==> config.mk <==
export PLATFORM = sky130hd
export DESIGN_NAME = mdts_core
export DESIGN_NICKNAME = d
export VERILOG_FILES = /design/src/core/mdts_pkg.sv /design/src/core/mdts_core.sv /design/src/core/mdts_divider.sv
export VERILOG_INCLUDE_DIRS = /design/src /design/src/core
export SDC_FILE = /design/constraint.sdc
export NUM_CORES = 2
export LEC_CHECK = 0
export BUFFER_PORTS_ARGS = -buffer_cell sky130_fd_sc_hd__buf_4
export CORE_MARGIN = 3
export CORE_UTILIZATION = 38
export DETAILED_ROUTE_END_ITERATION = 10
export PLACE_DENSITY_LB_ADDON = 0.1
export SLEW_MARGIN = 20
export SYNTH_ARGS = -nofsm -noshare
export SYNTH_HDL_FRONTEND = slang
export SYNTH_SLANG_ARGS = --single-unit
==> constraint.sdc <==
create_clock -name hclk -period 84.1 [get_ports hclk]
set_clock_uncertainty 0.05 [all_clocks]
set_input_delay 12.615 -clock hclk [delete_from_list [all_inputs] [get_ports hclk]]
set_output_delay 12.615 -clock hclk [all_outputs]
set_load 0.1 [all_outputs]
==> src/core/mdts_consts.svh <==
/*
  register offsets, field positions, reset values and timing counts of the
  timebase synchronisation block.
  assumes: included by the package and by the core; no other dependency.
*/
`ifndef MDTS_CONSTS_SVH
`define MDTS_CONSTS_SVH

// ----------------------------------------------------------------------------
// register byte offsets
// ----------------------------------------------------------------------------
`define MDTS_OFF_CTRL 12'h000
`define MDTS_OFF_SRC 12'h004
`define MDTS_OFF_MAIN_RATE 12'h008
`define MDTS_OFF_SAMP_RATE 12'h00c
`define MDTS_OFF_SAMP_DIV 12'h010
`define MDTS_OFF_CTR_SEL 12'h014
`define MDTS_OFF_STATUS 12'h018

// ----------------------------------------------------------------------------
// control fields
// ----------------------------------------------------------------------------
`define MDTS_CTRL_START 0
`define MDTS_CTRL_STOP 1
`define MDTS_CTRL_MASTER 2
`define MDTS_CTRL_SKEW 3
`define MDTS_CTRL_EXT_TRIG 4

// ----------------------------------------------------------------------------
// source fields
// ----------------------------------------------------------------------------
`define MDTS_SRC_REF_LSB 0
`define MDTS_SRC_MAIN_BIT 4
`define MDTS_SRC_SAMP_BIT 5

// ----------------------------------------------------------------------------
// reset values and rates
// ----------------------------------------------------------------------------
`define MDTS_RATE_SLOW_HZ 32'd10000000
`define MDTS_RATE_FAST_HZ 32'd100000000
`define MDTS_RST_MAIN_RATE 32'd100000000
`define MDTS_RST_SAMP_RATE 32'd100000000
`define MDTS_RST_SAMP_DIV 32'd100
`define MDTS_LOCK_CYCLES 16'd64

`endif

==> src/core/mdts_pkg.sv <==
/*
  types of the timebase synchronisation block.
  assumes: mdts_consts.svh is reachable on the include path.
*/
package mdts_pkg;
  `include "mdts_consts.svh"

  // ----------------------------------------------------------------------------
  // reference lock source choices
  // ----------------------------------------------------------------------------
  typedef enum logic [2:0] {
    MDTS_REF_ONBOARD,
    MDTS_REF_BP_SLOW,
    MDTS_REF_BP_FAST,
    MDTS_REF_CABLE,
    MDTS_REF_MAIN_TB
  } mdts_ref_type;

  typedef enum logic [1:0] {
    MDTS_IDLE,
    MDTS_ARMED,
    MDTS_RUN
  } mdts_task_type;
endpackage : mdts_pkg

==> src/core/mdts_core.sv <==
/*
  timebase and trigger synchronisation core with an ahb-lite register slave.
  assumes: one hclk domain; all timebase, reference and trigger inputs are
  already synchronous to hclk and given as one-cycle edge ticks or levels.
*/
`include "mdts_consts.svh"

// Behaviour
// RULE1: accept slow or fast backplane reference
// RULE2: cable reference selectable per task
// RULE3: master locks pll to onboard oscillator
// RULE4: slave replaces oscillator with received timebase
// RULE5: programmed main timebase rate used
// RULE6: substitute master sample timebase
// RULE7: sample timebase divides from programmed rate
// RULE8: derived clocks start on common trigger
// RULE9: host arms slaves before master
// RULE10: pll may lock to main timebase
// RULE11: counter timebase from shared terminal
// RULE12: counter gate may be sample clock
// RULE13: shared output timebase and start trigger
// RULE14: master reacts to and exports trigger
// RULE15: skew correction waits for reference edge
// RULE16: implicit start trigger when task starts
// RULE17: pll locks onboard oscillator to reference
// RULE18: selections change only while idle
module mdts_core #(
  parameter int RATE_W = 32,
  parameter logic [15:0] LOCK_CYCLES = `MDTS_LOCK_CYCLES
) (
  input wire logic hclk,
  input wire logic hresetn,
  input wire logic hsel,
  input wire logic [11:0] haddr,
  input wire logic [1:0] htrans,
  input wire logic hwrite,
  input wire logic [2:0] hsize,
  input wire logic [31:0] hwdata,
  input wire logic hready,
  output logic [31:0] hrdata,
  output logic hreadyout,
  output logic hresp,
  input wire logic onboard_tick,
  input wire logic backplane_ref_clock_slow,
  input wire logic backplane_ref_clock_fast,
  input wire logic exported_reference_clock,
  input wire logic main_timebase_in,
  input wire logic sample_timebase_in,
  input wire logic fast_internal_timebase,
  input wire logic counter_gate_signal,
  input wire logic ext_sample_clock,
  input wire logic cable_trigger_bus,
  output logic pll_ref_tick,
  output logic main_timebase_tick,
  output logic sample_clock,
  output logic counter_timebase,
  output logic counter_sample_clock,
  output logic start_trigger,
  output logic trigger_out,
  output logic pll_locked,
  output logic task_running
);
  import mdts_pkg::*;
  // ----------------------------------------------------------------------------
  // register state
  // ----------------------------------------------------------------------------
  logic is_master;
  logic skew_corr;
  logic ext_trig_en;
  mdts_ref_type ref_sel;
  logic main_ext;
  logic samp_ext;
  logic [RATE_W-1:0] main_rate;
  logic [RATE_W-1:0] samp_rate;
  logic [RATE_W-1:0] samp_div;
  logic ctr_tb_shared;
  logic ctr_gate_clk;
  mdts_task_type task_state;
  logic start_req;
  logic stop_req;
  logic [15:0] lock_count;
  logic ref_tick;
  logic trig_pending;
  logic trig_fire;
  logic tb_tick;
  logic samp_tb_tick;
  logic div_pulse;
  logic [RATE_W-1:0] next_period;

  // ----------------------------------------------------------------------------
  // ahb-lite data phase capture
  // ----------------------------------------------------------------------------
  logic dp_valid;
  logic dp_write;
  logic [11:0] dp_addr;
  logic idle;
  logic wr_ctrl;

  assign idle = (task_state == MDTS_IDLE);
  assign wr_ctrl = dp_valid && dp_write && dp_addr == `MDTS_OFF_CTRL;

  always_ff @(posedge hclk or negedge hresetn) begin
    if (!hresetn) begin
      dp_valid <= 1'b0;
      dp_write <= 1'b0;
      dp_addr <= 12'h000;
    end else if (hready) begin
      dp_valid <= hsel && htrans[1];
      dp_write <= hwrite;
      dp_addr <= haddr;
    end
  end

  always_ff @(posedge hclk or negedge hresetn) begin
    if (!hresetn) begin
      hreadyout <= 1'b1;
      hresp <= 1'b0;
    end else begin
      hreadyout <= 1'b1;
      hresp <= 1'b0;
    end
  end

  // ----------------------------------------------------------------------------
  // configuration writes, accepted only while idle
  // ----------------------------------------------------------------------------
  always_ff @(posedge hclk or negedge hresetn) begin
    if (!hresetn) begin
      is_master <= 1'b0;
      skew_corr <= 1'b0;
      ext_trig_en <= 1'b0;
      ref_sel <= MDTS_REF_ONBOARD;
      main_ext <= 1'b0;
      samp_ext <= 1'b0;
      main_rate <= RATE_W'(`MDTS_RST_MAIN_RATE);
      samp_rate <= RATE_W'(`MDTS_RST_SAMP_RATE);
      samp_div <= RATE_W'(`MDTS_RST_SAMP_DIV);
      ctr_tb_shared <= 1'b0;
      ctr_gate_clk <= 1'b0;
    end else if (dp_valid && dp_write && idle) begin // RULE18
      unique case (dp_addr)
        `MDTS_OFF_CTRL: begin
          is_master <= hwdata[`MDTS_CTRL_MASTER];
          skew_corr <= hwdata[`MDTS_CTRL_SKEW];
          ext_trig_en <= hwdata[`MDTS_CTRL_EXT_TRIG];
        end
        `MDTS_OFF_SRC: begin
          if (hwdata[2:0] <= 3'd4) begin
            ref_sel <= mdts_ref_type'(hwdata[2:0]); // RULE2
          end
          main_ext <= hwdata[`MDTS_SRC_MAIN_BIT]; // RULE4
          samp_ext <= hwdata[`MDTS_SRC_SAMP_BIT]; // RULE6
        end
        `MDTS_OFF_MAIN_RATE: main_rate <= hwdata[RATE_W-1:0]; // RULE5
        `MDTS_OFF_SAMP_RATE: samp_rate <= hwdata[RATE_W-1:0]; // RULE7
        `MDTS_OFF_SAMP_DIV: samp_div <= hwdata[RATE_W-1:0];
        `MDTS_OFF_CTR_SEL: begin
          ctr_tb_shared <= hwdata[0]; // RULE11
          ctr_gate_clk <= hwdata[1]; // RULE12
        end
        default: ;
      endcase
    end
  end

  assign start_req = wr_ctrl && hwdata[`MDTS_CTRL_START];
  assign stop_req = wr_ctrl && hwdata[`MDTS_CTRL_STOP];

  // ----------------------------------------------------------------------------
  // reference selection and lock tracking
  // ----------------------------------------------------------------------------
  always_comb begin
    unique case (ref_sel)
      MDTS_REF_ONBOARD: ref_tick = onboard_tick; // RULE3
      MDTS_REF_BP_SLOW: ref_tick = backplane_ref_clock_slow; // RULE1
      MDTS_REF_BP_FAST: ref_tick = backplane_ref_clock_fast; // RULE1
      MDTS_REF_CABLE: ref_tick = exported_reference_clock; // RULE2
      MDTS_REF_MAIN_TB: ref_tick = main_timebase_in; // RULE10
      default: ref_tick = 1'b0;
    endcase
  end

  always_ff @(posedge hclk or negedge hresetn) begin
    if (!hresetn) begin
      pll_ref_tick <= 1'b0;
      lock_count <= 16'h0000;
      pll_locked <= 1'b0;
    end else begin
      pll_ref_tick <= ref_tick; // RULE17
      if (ref_tick && lock_count != LOCK_CYCLES) begin
        lock_count <= lock_count + 16'h0001;
      end
      pll_locked <= (lock_count == LOCK_CYCLES);
    end
  end

  // ----------------------------------------------------------------------------
  // main and sample timebase choice
  // ----------------------------------------------------------------------------
  assign tb_tick = main_ext ? main_timebase_in : onboard_tick; // RULE4
  assign samp_tb_tick = samp_ext ? sample_timebase_in : tb_tick; // RULE6
  // divide count follows the programmed rate of the chosen external timebase; onboard uses samp_div alone
  assign next_period = samp_ext ? samp_rate / samp_div : // RULE7
                      (main_ext ? main_rate / samp_div : samp_div); // RULE5

  always_ff @(posedge hclk or negedge hresetn) begin
    if (!hresetn) begin
      main_timebase_tick <= 1'b0;
      counter_timebase <= 1'b0;
      counter_sample_clock <= 1'b0;
    end else begin
      main_timebase_tick <= tb_tick;
      counter_timebase <= ctr_tb_shared ? fast_internal_timebase : tb_tick; // RULE11 RULE13
      counter_sample_clock <= ctr_gate_clk ? counter_gate_signal : ext_sample_clock; // RULE12
    end
  end

  // ----------------------------------------------------------------------------
  // task state and start trigger
  // ----------------------------------------------------------------------------
  logic raw_trig;
  assign raw_trig = is_master ? (task_state == MDTS_ARMED) : // RULE16
                   (!ext_trig_en || cable_trigger_bus); // RULE9 RULE13

  always_ff @(posedge hclk or negedge hresetn) begin
    if (!hresetn) begin
      trig_pending <= 1'b0;
    end else if (task_state != MDTS_ARMED) begin
      trig_pending <= 1'b0;
    end else if (raw_trig && skew_corr && !ref_tick) begin
      trig_pending <= 1'b1; // RULE15
    end
  end

  assign trig_fire = (task_state == MDTS_ARMED) &&
                     (skew_corr ? ((raw_trig || trig_pending) && ref_tick) : raw_trig); // RULE15

  always_ff @(posedge hclk or negedge hresetn) begin
    if (!hresetn) begin
      task_state <= MDTS_IDLE;
    end else begin
      unique case (task_state)
        MDTS_IDLE: if (start_req) task_state <= MDTS_ARMED;
        MDTS_ARMED: begin
          if (stop_req) task_state <= MDTS_IDLE;
          else if (trig_fire) task_state <= MDTS_RUN;
        end
        MDTS_RUN: if (stop_req) task_state <= MDTS_IDLE;
        default: task_state <= MDTS_IDLE;
      endcase
    end
  end

  always_ff @(posedge hclk or negedge hresetn) begin
    if (!hresetn) begin
      start_trigger <= 1'b0;
      trigger_out <= 1'b0;
      task_running <= 1'b0;
    end else begin
      start_trigger <= trig_fire; // RULE14
      trigger_out <= trig_fire && is_master; // RULE14
      task_running <= (task_state == MDTS_RUN);
    end
  end

  // ----------------------------------------------------------------------------
  // sample clock divider
  // ----------------------------------------------------------------------------
  mdts_divider #(.WIDTH(RATE_W)) u_div (
    .hclk(hclk),
    .hresetn(hresetn),
    .tick(samp_tb_tick),
    .sync(trig_fire),
    .run(task_state == MDTS_RUN),
    .period(next_period),
    .pulse(div_pulse)
  );

  always_ff @(posedge hclk or negedge hresetn) begin
    if (!hresetn) begin
      sample_clock <= 1'b0;
    end else begin
      sample_clock <= div_pulse; // RULE8
    end
  end

  // ----------------------------------------------------------------------------
  // read data
  // ----------------------------------------------------------------------------
  always_ff @(posedge hclk or negedge hresetn) begin
    if (!hresetn) begin
      hrdata <= 32'h0000_0000;
    end else if (hready && hsel && htrans[1] && !hwrite) begin
      unique case (haddr)
        `MDTS_OFF_CTRL: hrdata <= {27'h0, ext_trig_en, skew_corr, is_master, 2'b00};
        `MDTS_OFF_SRC: hrdata <= {26'h0, samp_ext, main_ext, 1'b0, ref_sel};
        `MDTS_OFF_MAIN_RATE: hrdata <= 32'(main_rate);
        `MDTS_OFF_SAMP_RATE: hrdata <= 32'(samp_rate);
        `MDTS_OFF_SAMP_DIV: hrdata <= 32'(samp_div);
        `MDTS_OFF_CTR_SEL: hrdata <= {30'h0, ctr_gate_clk, ctr_tb_shared};
        `MDTS_OFF_STATUS: hrdata <= {29'h0, pll_locked, task_state};
        default: hrdata <= 32'h0000_0000;
      endcase
    end
  end

  // ----------------------------------------------------------------------------
  // checks
  // ----------------------------------------------------------------------------
  cfg_idle_only_a: assert property (@(posedge hclk) disable iff (!hresetn) // RULE18
    !idle |=> $stable(main_rate) && $stable(samp_rate) && $stable(ref_sel)) else $error("config changed while busy");
  master_start_a: assert property (@(posedge hclk) disable iff (!hresetn) // RULE16
    (task_state == MDTS_ARMED && is_master && !skew_corr && !stop_req) |=> task_state == MDTS_RUN)
    else $error("master did not start at once");
  trig_export_a: assert property (@(posedge hclk) disable iff (!hresetn) // RULE14
    trig_fire && is_master |=> trigger_out && start_trigger) else $error("trigger not exported");
  skew_wait_a: assert property (@(posedge hclk) disable iff (!hresetn) // RULE15
    start_trigger && skew_corr |-> pll_ref_tick) else $error("trigger not aligned");
  main_src_a: assert property (@(posedge hclk) disable iff (!hresetn) // RULE4
    main_ext |=> main_timebase_tick == $past(main_timebase_in)) else $error("main timebase wrong");
  ref_src_a: assert property (@(posedge hclk) disable iff (!hresetn) // RULE1
    ref_sel == MDTS_REF_BP_FAST |=> pll_ref_tick == $past(backplane_ref_clock_fast)) else $error("reference wrong");
  ctr_tb_a: assert property (@(posedge hclk) disable iff (!hresetn) // RULE11
    ctr_tb_shared |=> counter_timebase == $past(fast_internal_timebase)) else $error("counter timebase wrong");
  gate_clk_a: assert property (@(posedge hclk) disable iff (!hresetn) // RULE12
    ctr_gate_clk |=> counter_sample_clock == $past(counter_gate_signal)) else $error("gate clock wrong");
  slow_ref_a: assert property (@(posedge hclk) disable iff (!hresetn) // RULE1
    ref_sel == MDTS_REF_BP_SLOW |=> pll_ref_tick == $past(backplane_ref_clock_slow)) else $error("slow ref wrong");
  cable_ref_a: assert property (@(posedge hclk) disable iff (!hresetn) // RULE2
    ref_sel == MDTS_REF_CABLE |=> pll_ref_tick == $past(exported_reference_clock)) else $error("cable ref wrong");
  onboard_ref_a: assert property (@(posedge hclk) disable iff (!hresetn) // RULE3
    ref_sel == MDTS_REF_ONBOARD |=> pll_ref_tick == $past(onboard_tick)) else $error("onboard ref wrong");
  mixed_ref_a: assert property (@(posedge hclk) disable iff (!hresetn) // RULE10
    ref_sel == MDTS_REF_MAIN_TB |=> pll_ref_tick == $past(main_timebase_in)) else $error("mixed ref wrong");
  lock_hold_a: assert property (@(posedge hclk) disable iff (!hresetn) // RULE17
    pll_locked |=> pll_locked) else $error("lock lost");
  slave_wait_a: assert property (@(posedge hclk) disable iff (!hresetn) // RULE13
    (task_state == MDTS_ARMED && !is_master && ext_trig_en && !cable_trigger_bus && !trig_pending && !stop_req)
    |=> task_state == MDTS_ARMED) else $error("slave started without trigger");
endmodule : mdts_core

==> src/core/mdts_divider.sv <==
/*
  clock-enable divider with a programmable period that restarts on sync.
  assumes: tick marks edges of the chosen timebase in the hclk domain.
*/
module mdts_divider #(
  parameter int WIDTH = 32
) (
  input wire logic hclk,
  input wire logic hresetn,
  input wire logic tick,
  input wire logic sync,
  input wire logic run,
  input wire logic [WIDTH-1:0] period,
  output logic pulse
);
  logic [WIDTH-1:0] count;

  // ----------------------------------------------------------------------------
  // counting from a common restart
  // ----------------------------------------------------------------------------
  always_ff @(posedge hclk or negedge hresetn) begin
    if (!hresetn) begin
      count <= '0;
      pulse <= 1'b0;
    end else if (sync || !run) begin
      count <= '0; // RULE8
      pulse <= 1'b0;
    end else if (tick) begin
      if (count + WIDTH'(1) >= period) begin
        count <= '0;
        pulse <= 1'b1;
      end else begin
        count <= count + WIDTH'(1);
        pulse <= 1'b0;
      end
    end else begin
      pulse <= 1'b0;
    end
  end
endmodule : mdts_divider

==> flow_summary.json <==
{
  "status": "complete, no violations",
  "crit_path_max_fanout": 22,
  "clk_latency_ns": 0.63,
  "pin_count": 107,
  "muxShareOfSynthArea_pct": 4.76,
  "final_common_cell": "buf_4",
  "grt_pass1_vias": 75600,
  "grt_util_all_layers_pct": 32.9,
  "ir_drop_uv": 14.2,
  "nNetsFinal": 11800,
  "crit_arrival_ns": 81.14,
  "hold_path_depth": 0,
  "grt_start_max_net_pins": 76,
  "end_kind": "register",
  "path_delay_family": "compound AO/OA/AOI/OAI gates",
  "leakage_nw": 41.2,
  "synth_edf_count": 0,
  "port_buffers": 100,
  "min_path_type": "register to register",
  "synth_seq_area_share_pct": 7.79,
  "clkTransAtPathRegs_ns": 0.06,
  "synth_top_area_cell": "ha_1",
  "reg2reg_slack_ns": 3.46,
  "path_class": "register to register",
  "multi_input_area_um2": 61300,
  "max_slew.worst_pin.slew_ns": 1.24,
  "max_slew_margin_pct": 16.8,
  "postRouteAntennaNets": 0,
  "core_area_um2": 179000,
  "dr.pass1.iters": 6,
  "synthArstFlopShare_pct": 100,
  "period_needed_ns": 80.64,
  "yosys-top-cells-area": "ha_1 20%, dfrtp_1 6.8%, a21oi_1 5.9%",
  "syn_area_per_cell_um2": 7.14,
  "cts-root-buf": "clkbuf_16",
  "fin_area_um2": 82100,
  "start_kind": "register",
  "post-route-period-util_pct": 95.9,
  "synth_fp_nets": 10800,
  "yosys.area_share.simple_pct": 23.6,
  "drive_gt1_share_pct": 17.9,
  "die_h_um": 432,
  "initial_core_util_pct": 38.4,
  "synthXorXnorAreaFrac_pct": 8.75,
  "cts.path.max_buffers": 3,
  "wl_um": 320000,
  "worstRegToRegCells": 322,
  "yosys.area.top_type_share_pct": 19.9,
  "drtIter0Drc": 7826,
  "antenna_found_initial": 12,
  "yosysWarningCount": 0,
  "die-width_um": 432,
  "power.density_nw_per_um2": 4.45,
  "hold_viol_final": 0,
  "syn_area_um2": 68900,
  "drc": 0,
  "grt_pass1_wl_um": 472000,
  "ys_types": 123,
  "vias": 80000,
  "p_total_mw": 0.365,
  "hpwlAfterDp_um": 262000,
  "slew_violations": 0,
  "synthFlopType": "dfrtp_1",
  "final-seq-area_um2": 5370,
  "synth_cells": 9653,
  "synth_fa_ha_area_share_pct": 19.9,
  "ys_seq_elements": 213,
  "critical-path-slowest-cell": "a2111oi_1",
  "crit_required_ns": 84.60,
  "clock.fmax_mhz": 12.4,
  "critical_path.max_stage_delay_ns": 0.75,
  "cts_tree": "built",
  "synth_compound_area_share_pct": 31.3,
  "grt_overflow": 0,
  "gp_congestion": 1.02,
  "layout_common_cells": "1,290 x buf_4, 1,093 x ha_1, 1,016 x nand2_1",
  "setup_violations": 0,
  "critPathBufInv": 33,
  "critPathMostFrequentCell": "ha_1",
  "routedWlPerCell_um": 24.6,
  "nFillCells": 18500,
  "synth_top_family_by_area": "compound AO/OA/AOI/OAI gates",
  "syn_to_final_growth_pct": 19.2,
  "cts.sinks": 213,
  "die_area_um2": 186000,
  "dpl_cell_area_um2": 80700,
  "h-tree-depth": 1,
  "vias_per_cell": 6.13,
  "fp-row-count": 155,
  "cp.depth": 322,
  "cts_made_buffers": 30,
  "drv_cap": 0
}
-- final cells by class --
| type | instances | area share, % |
|---|---|---|
| multi-input combinational | 8759 | 74.7 |
| timing repair buffer | 1313 | 12.4 |
| sequential | 213 | 6.54 |
| tap | 2355 | 3.59 |
| inverter | 346 | 1.61 |
| clock buffer | 41 | 1.06 |
| clock inverter | 14 | 0.174 |
| antenna | 5 | 0.0152 |
-- metrics by stage --
step,hold slack (ns),setup WS (ns),TNS [ns],instances,utilization [%]
global placement,0.295,2.62,0,13000,45.0
CTS,0.313,1.84,0,13000,45.6
floorplan,0.281,12.05,0,9653,-
global route,0.325,-0.0274,-0.0796,13000,45.8
finish,0.307,3.46,0,13000,45.8
detailed placement,0.303,2.21,0,13000,45.0
-- synthesized netlist by cell type (33+ instances only) --
master	count
xor2_1	275
and2_1	67
xnor2_1	413
nand4_1	107
o22ai_1	39
o211ai_1	119
nand2b_1	97
buf_2	33
nor2b_1	114
nor3_1	291
a211oi_1	101
nor2_1	975
o21a_1	248
a21o_1	366
mux2_2	205
a21oi_1	810
and3_1	107
o31ai_1	83
mux2i_1	90
a21boi_0	50
buf_1	46
a22o_1	34
o21ai_1	40
a31oi_1	142
ha_1	1093
a31o_2	34
nor4_1	52
nand3_1	235
dfrtp_1	186
a211o_1	33
clkbuf_1	244
o21ai_0	598
nand2_1	1020
inv_1	343
or2_2	69
or3_1	130
o21bai_1	72
-- worst register-to-register path: cells and delay by family (launching register included) --
kind / cells / cell delay [ns]
compound gates: 153 / 38.85
simple gates: 101 / 24.83
fa+ha+maj: 32 / 9.25
buf+inv: 33 / 6.12
mux: 3 / 0.95
flops: 1 / 0.51
-- logic make-up after synthesis --
logic type | count (synthesis)
AO/OA/AOI/OAI | 3249
flip-flops | 213
other | 2
multiplexers | 299
adder cells (fa/ha/maj) | 1093
buffers and inverters | 681
AND/OR/NAND/NOR | 3428
XOR/XNOR | 688
-- layer usage --
layer,track usage (%),vias to the layer above,routed length (um)
met3,4.54,531,25500
met2,52.1,3087,138000
li1,-,38200,-
met1,45.7,38300,144000
met4,10.9,2,12400
met5,0,-,13
-- sequential cells by signal, indices dropped and copies added (netlist names), 2 cells and up --
signal and flops:
ref_sel 3, dp_addr 12, task_state 2, main_rate 32, u_div.count 32, hrdata 32
lock_count 16, samp_div 32, samp_rate 32
-- final timing paths --
path	start	end
worst max-delay path	samp_div[9]	u_div.count[15]
worst min-delay path	u_div.pulse	sample_clock
worst max register to register	samp_div[9]	u_div.count[15]
worst min register to register	u_div.pulse	sample_clock
max in group asynchronous	hresetn	samp_ext
min in group asynchronous	hresetn	dp_addr[5]
-- timing repair --
item / CTS / global route
setup endpoints to repair: 0 / 33
gates resized for setup: 0 / 65
hold buffers: 0 / 0
buffers inserted: 0 / 9
-- where the power goes --
| group | total [mW] | internal (mW) | switching, mW |
|---|---|---|---|
| clock network | 0.134 | 0.0786 | 0.0550 |
| registers | 0.113 | 0.107 | 0.00690 |
| logic | 0.118 | 0.0480 | 0.0704 |
| total | 0.365 | 0.233 | 0.132 |
Note: power is estimated with default switching activity, not from simulation.
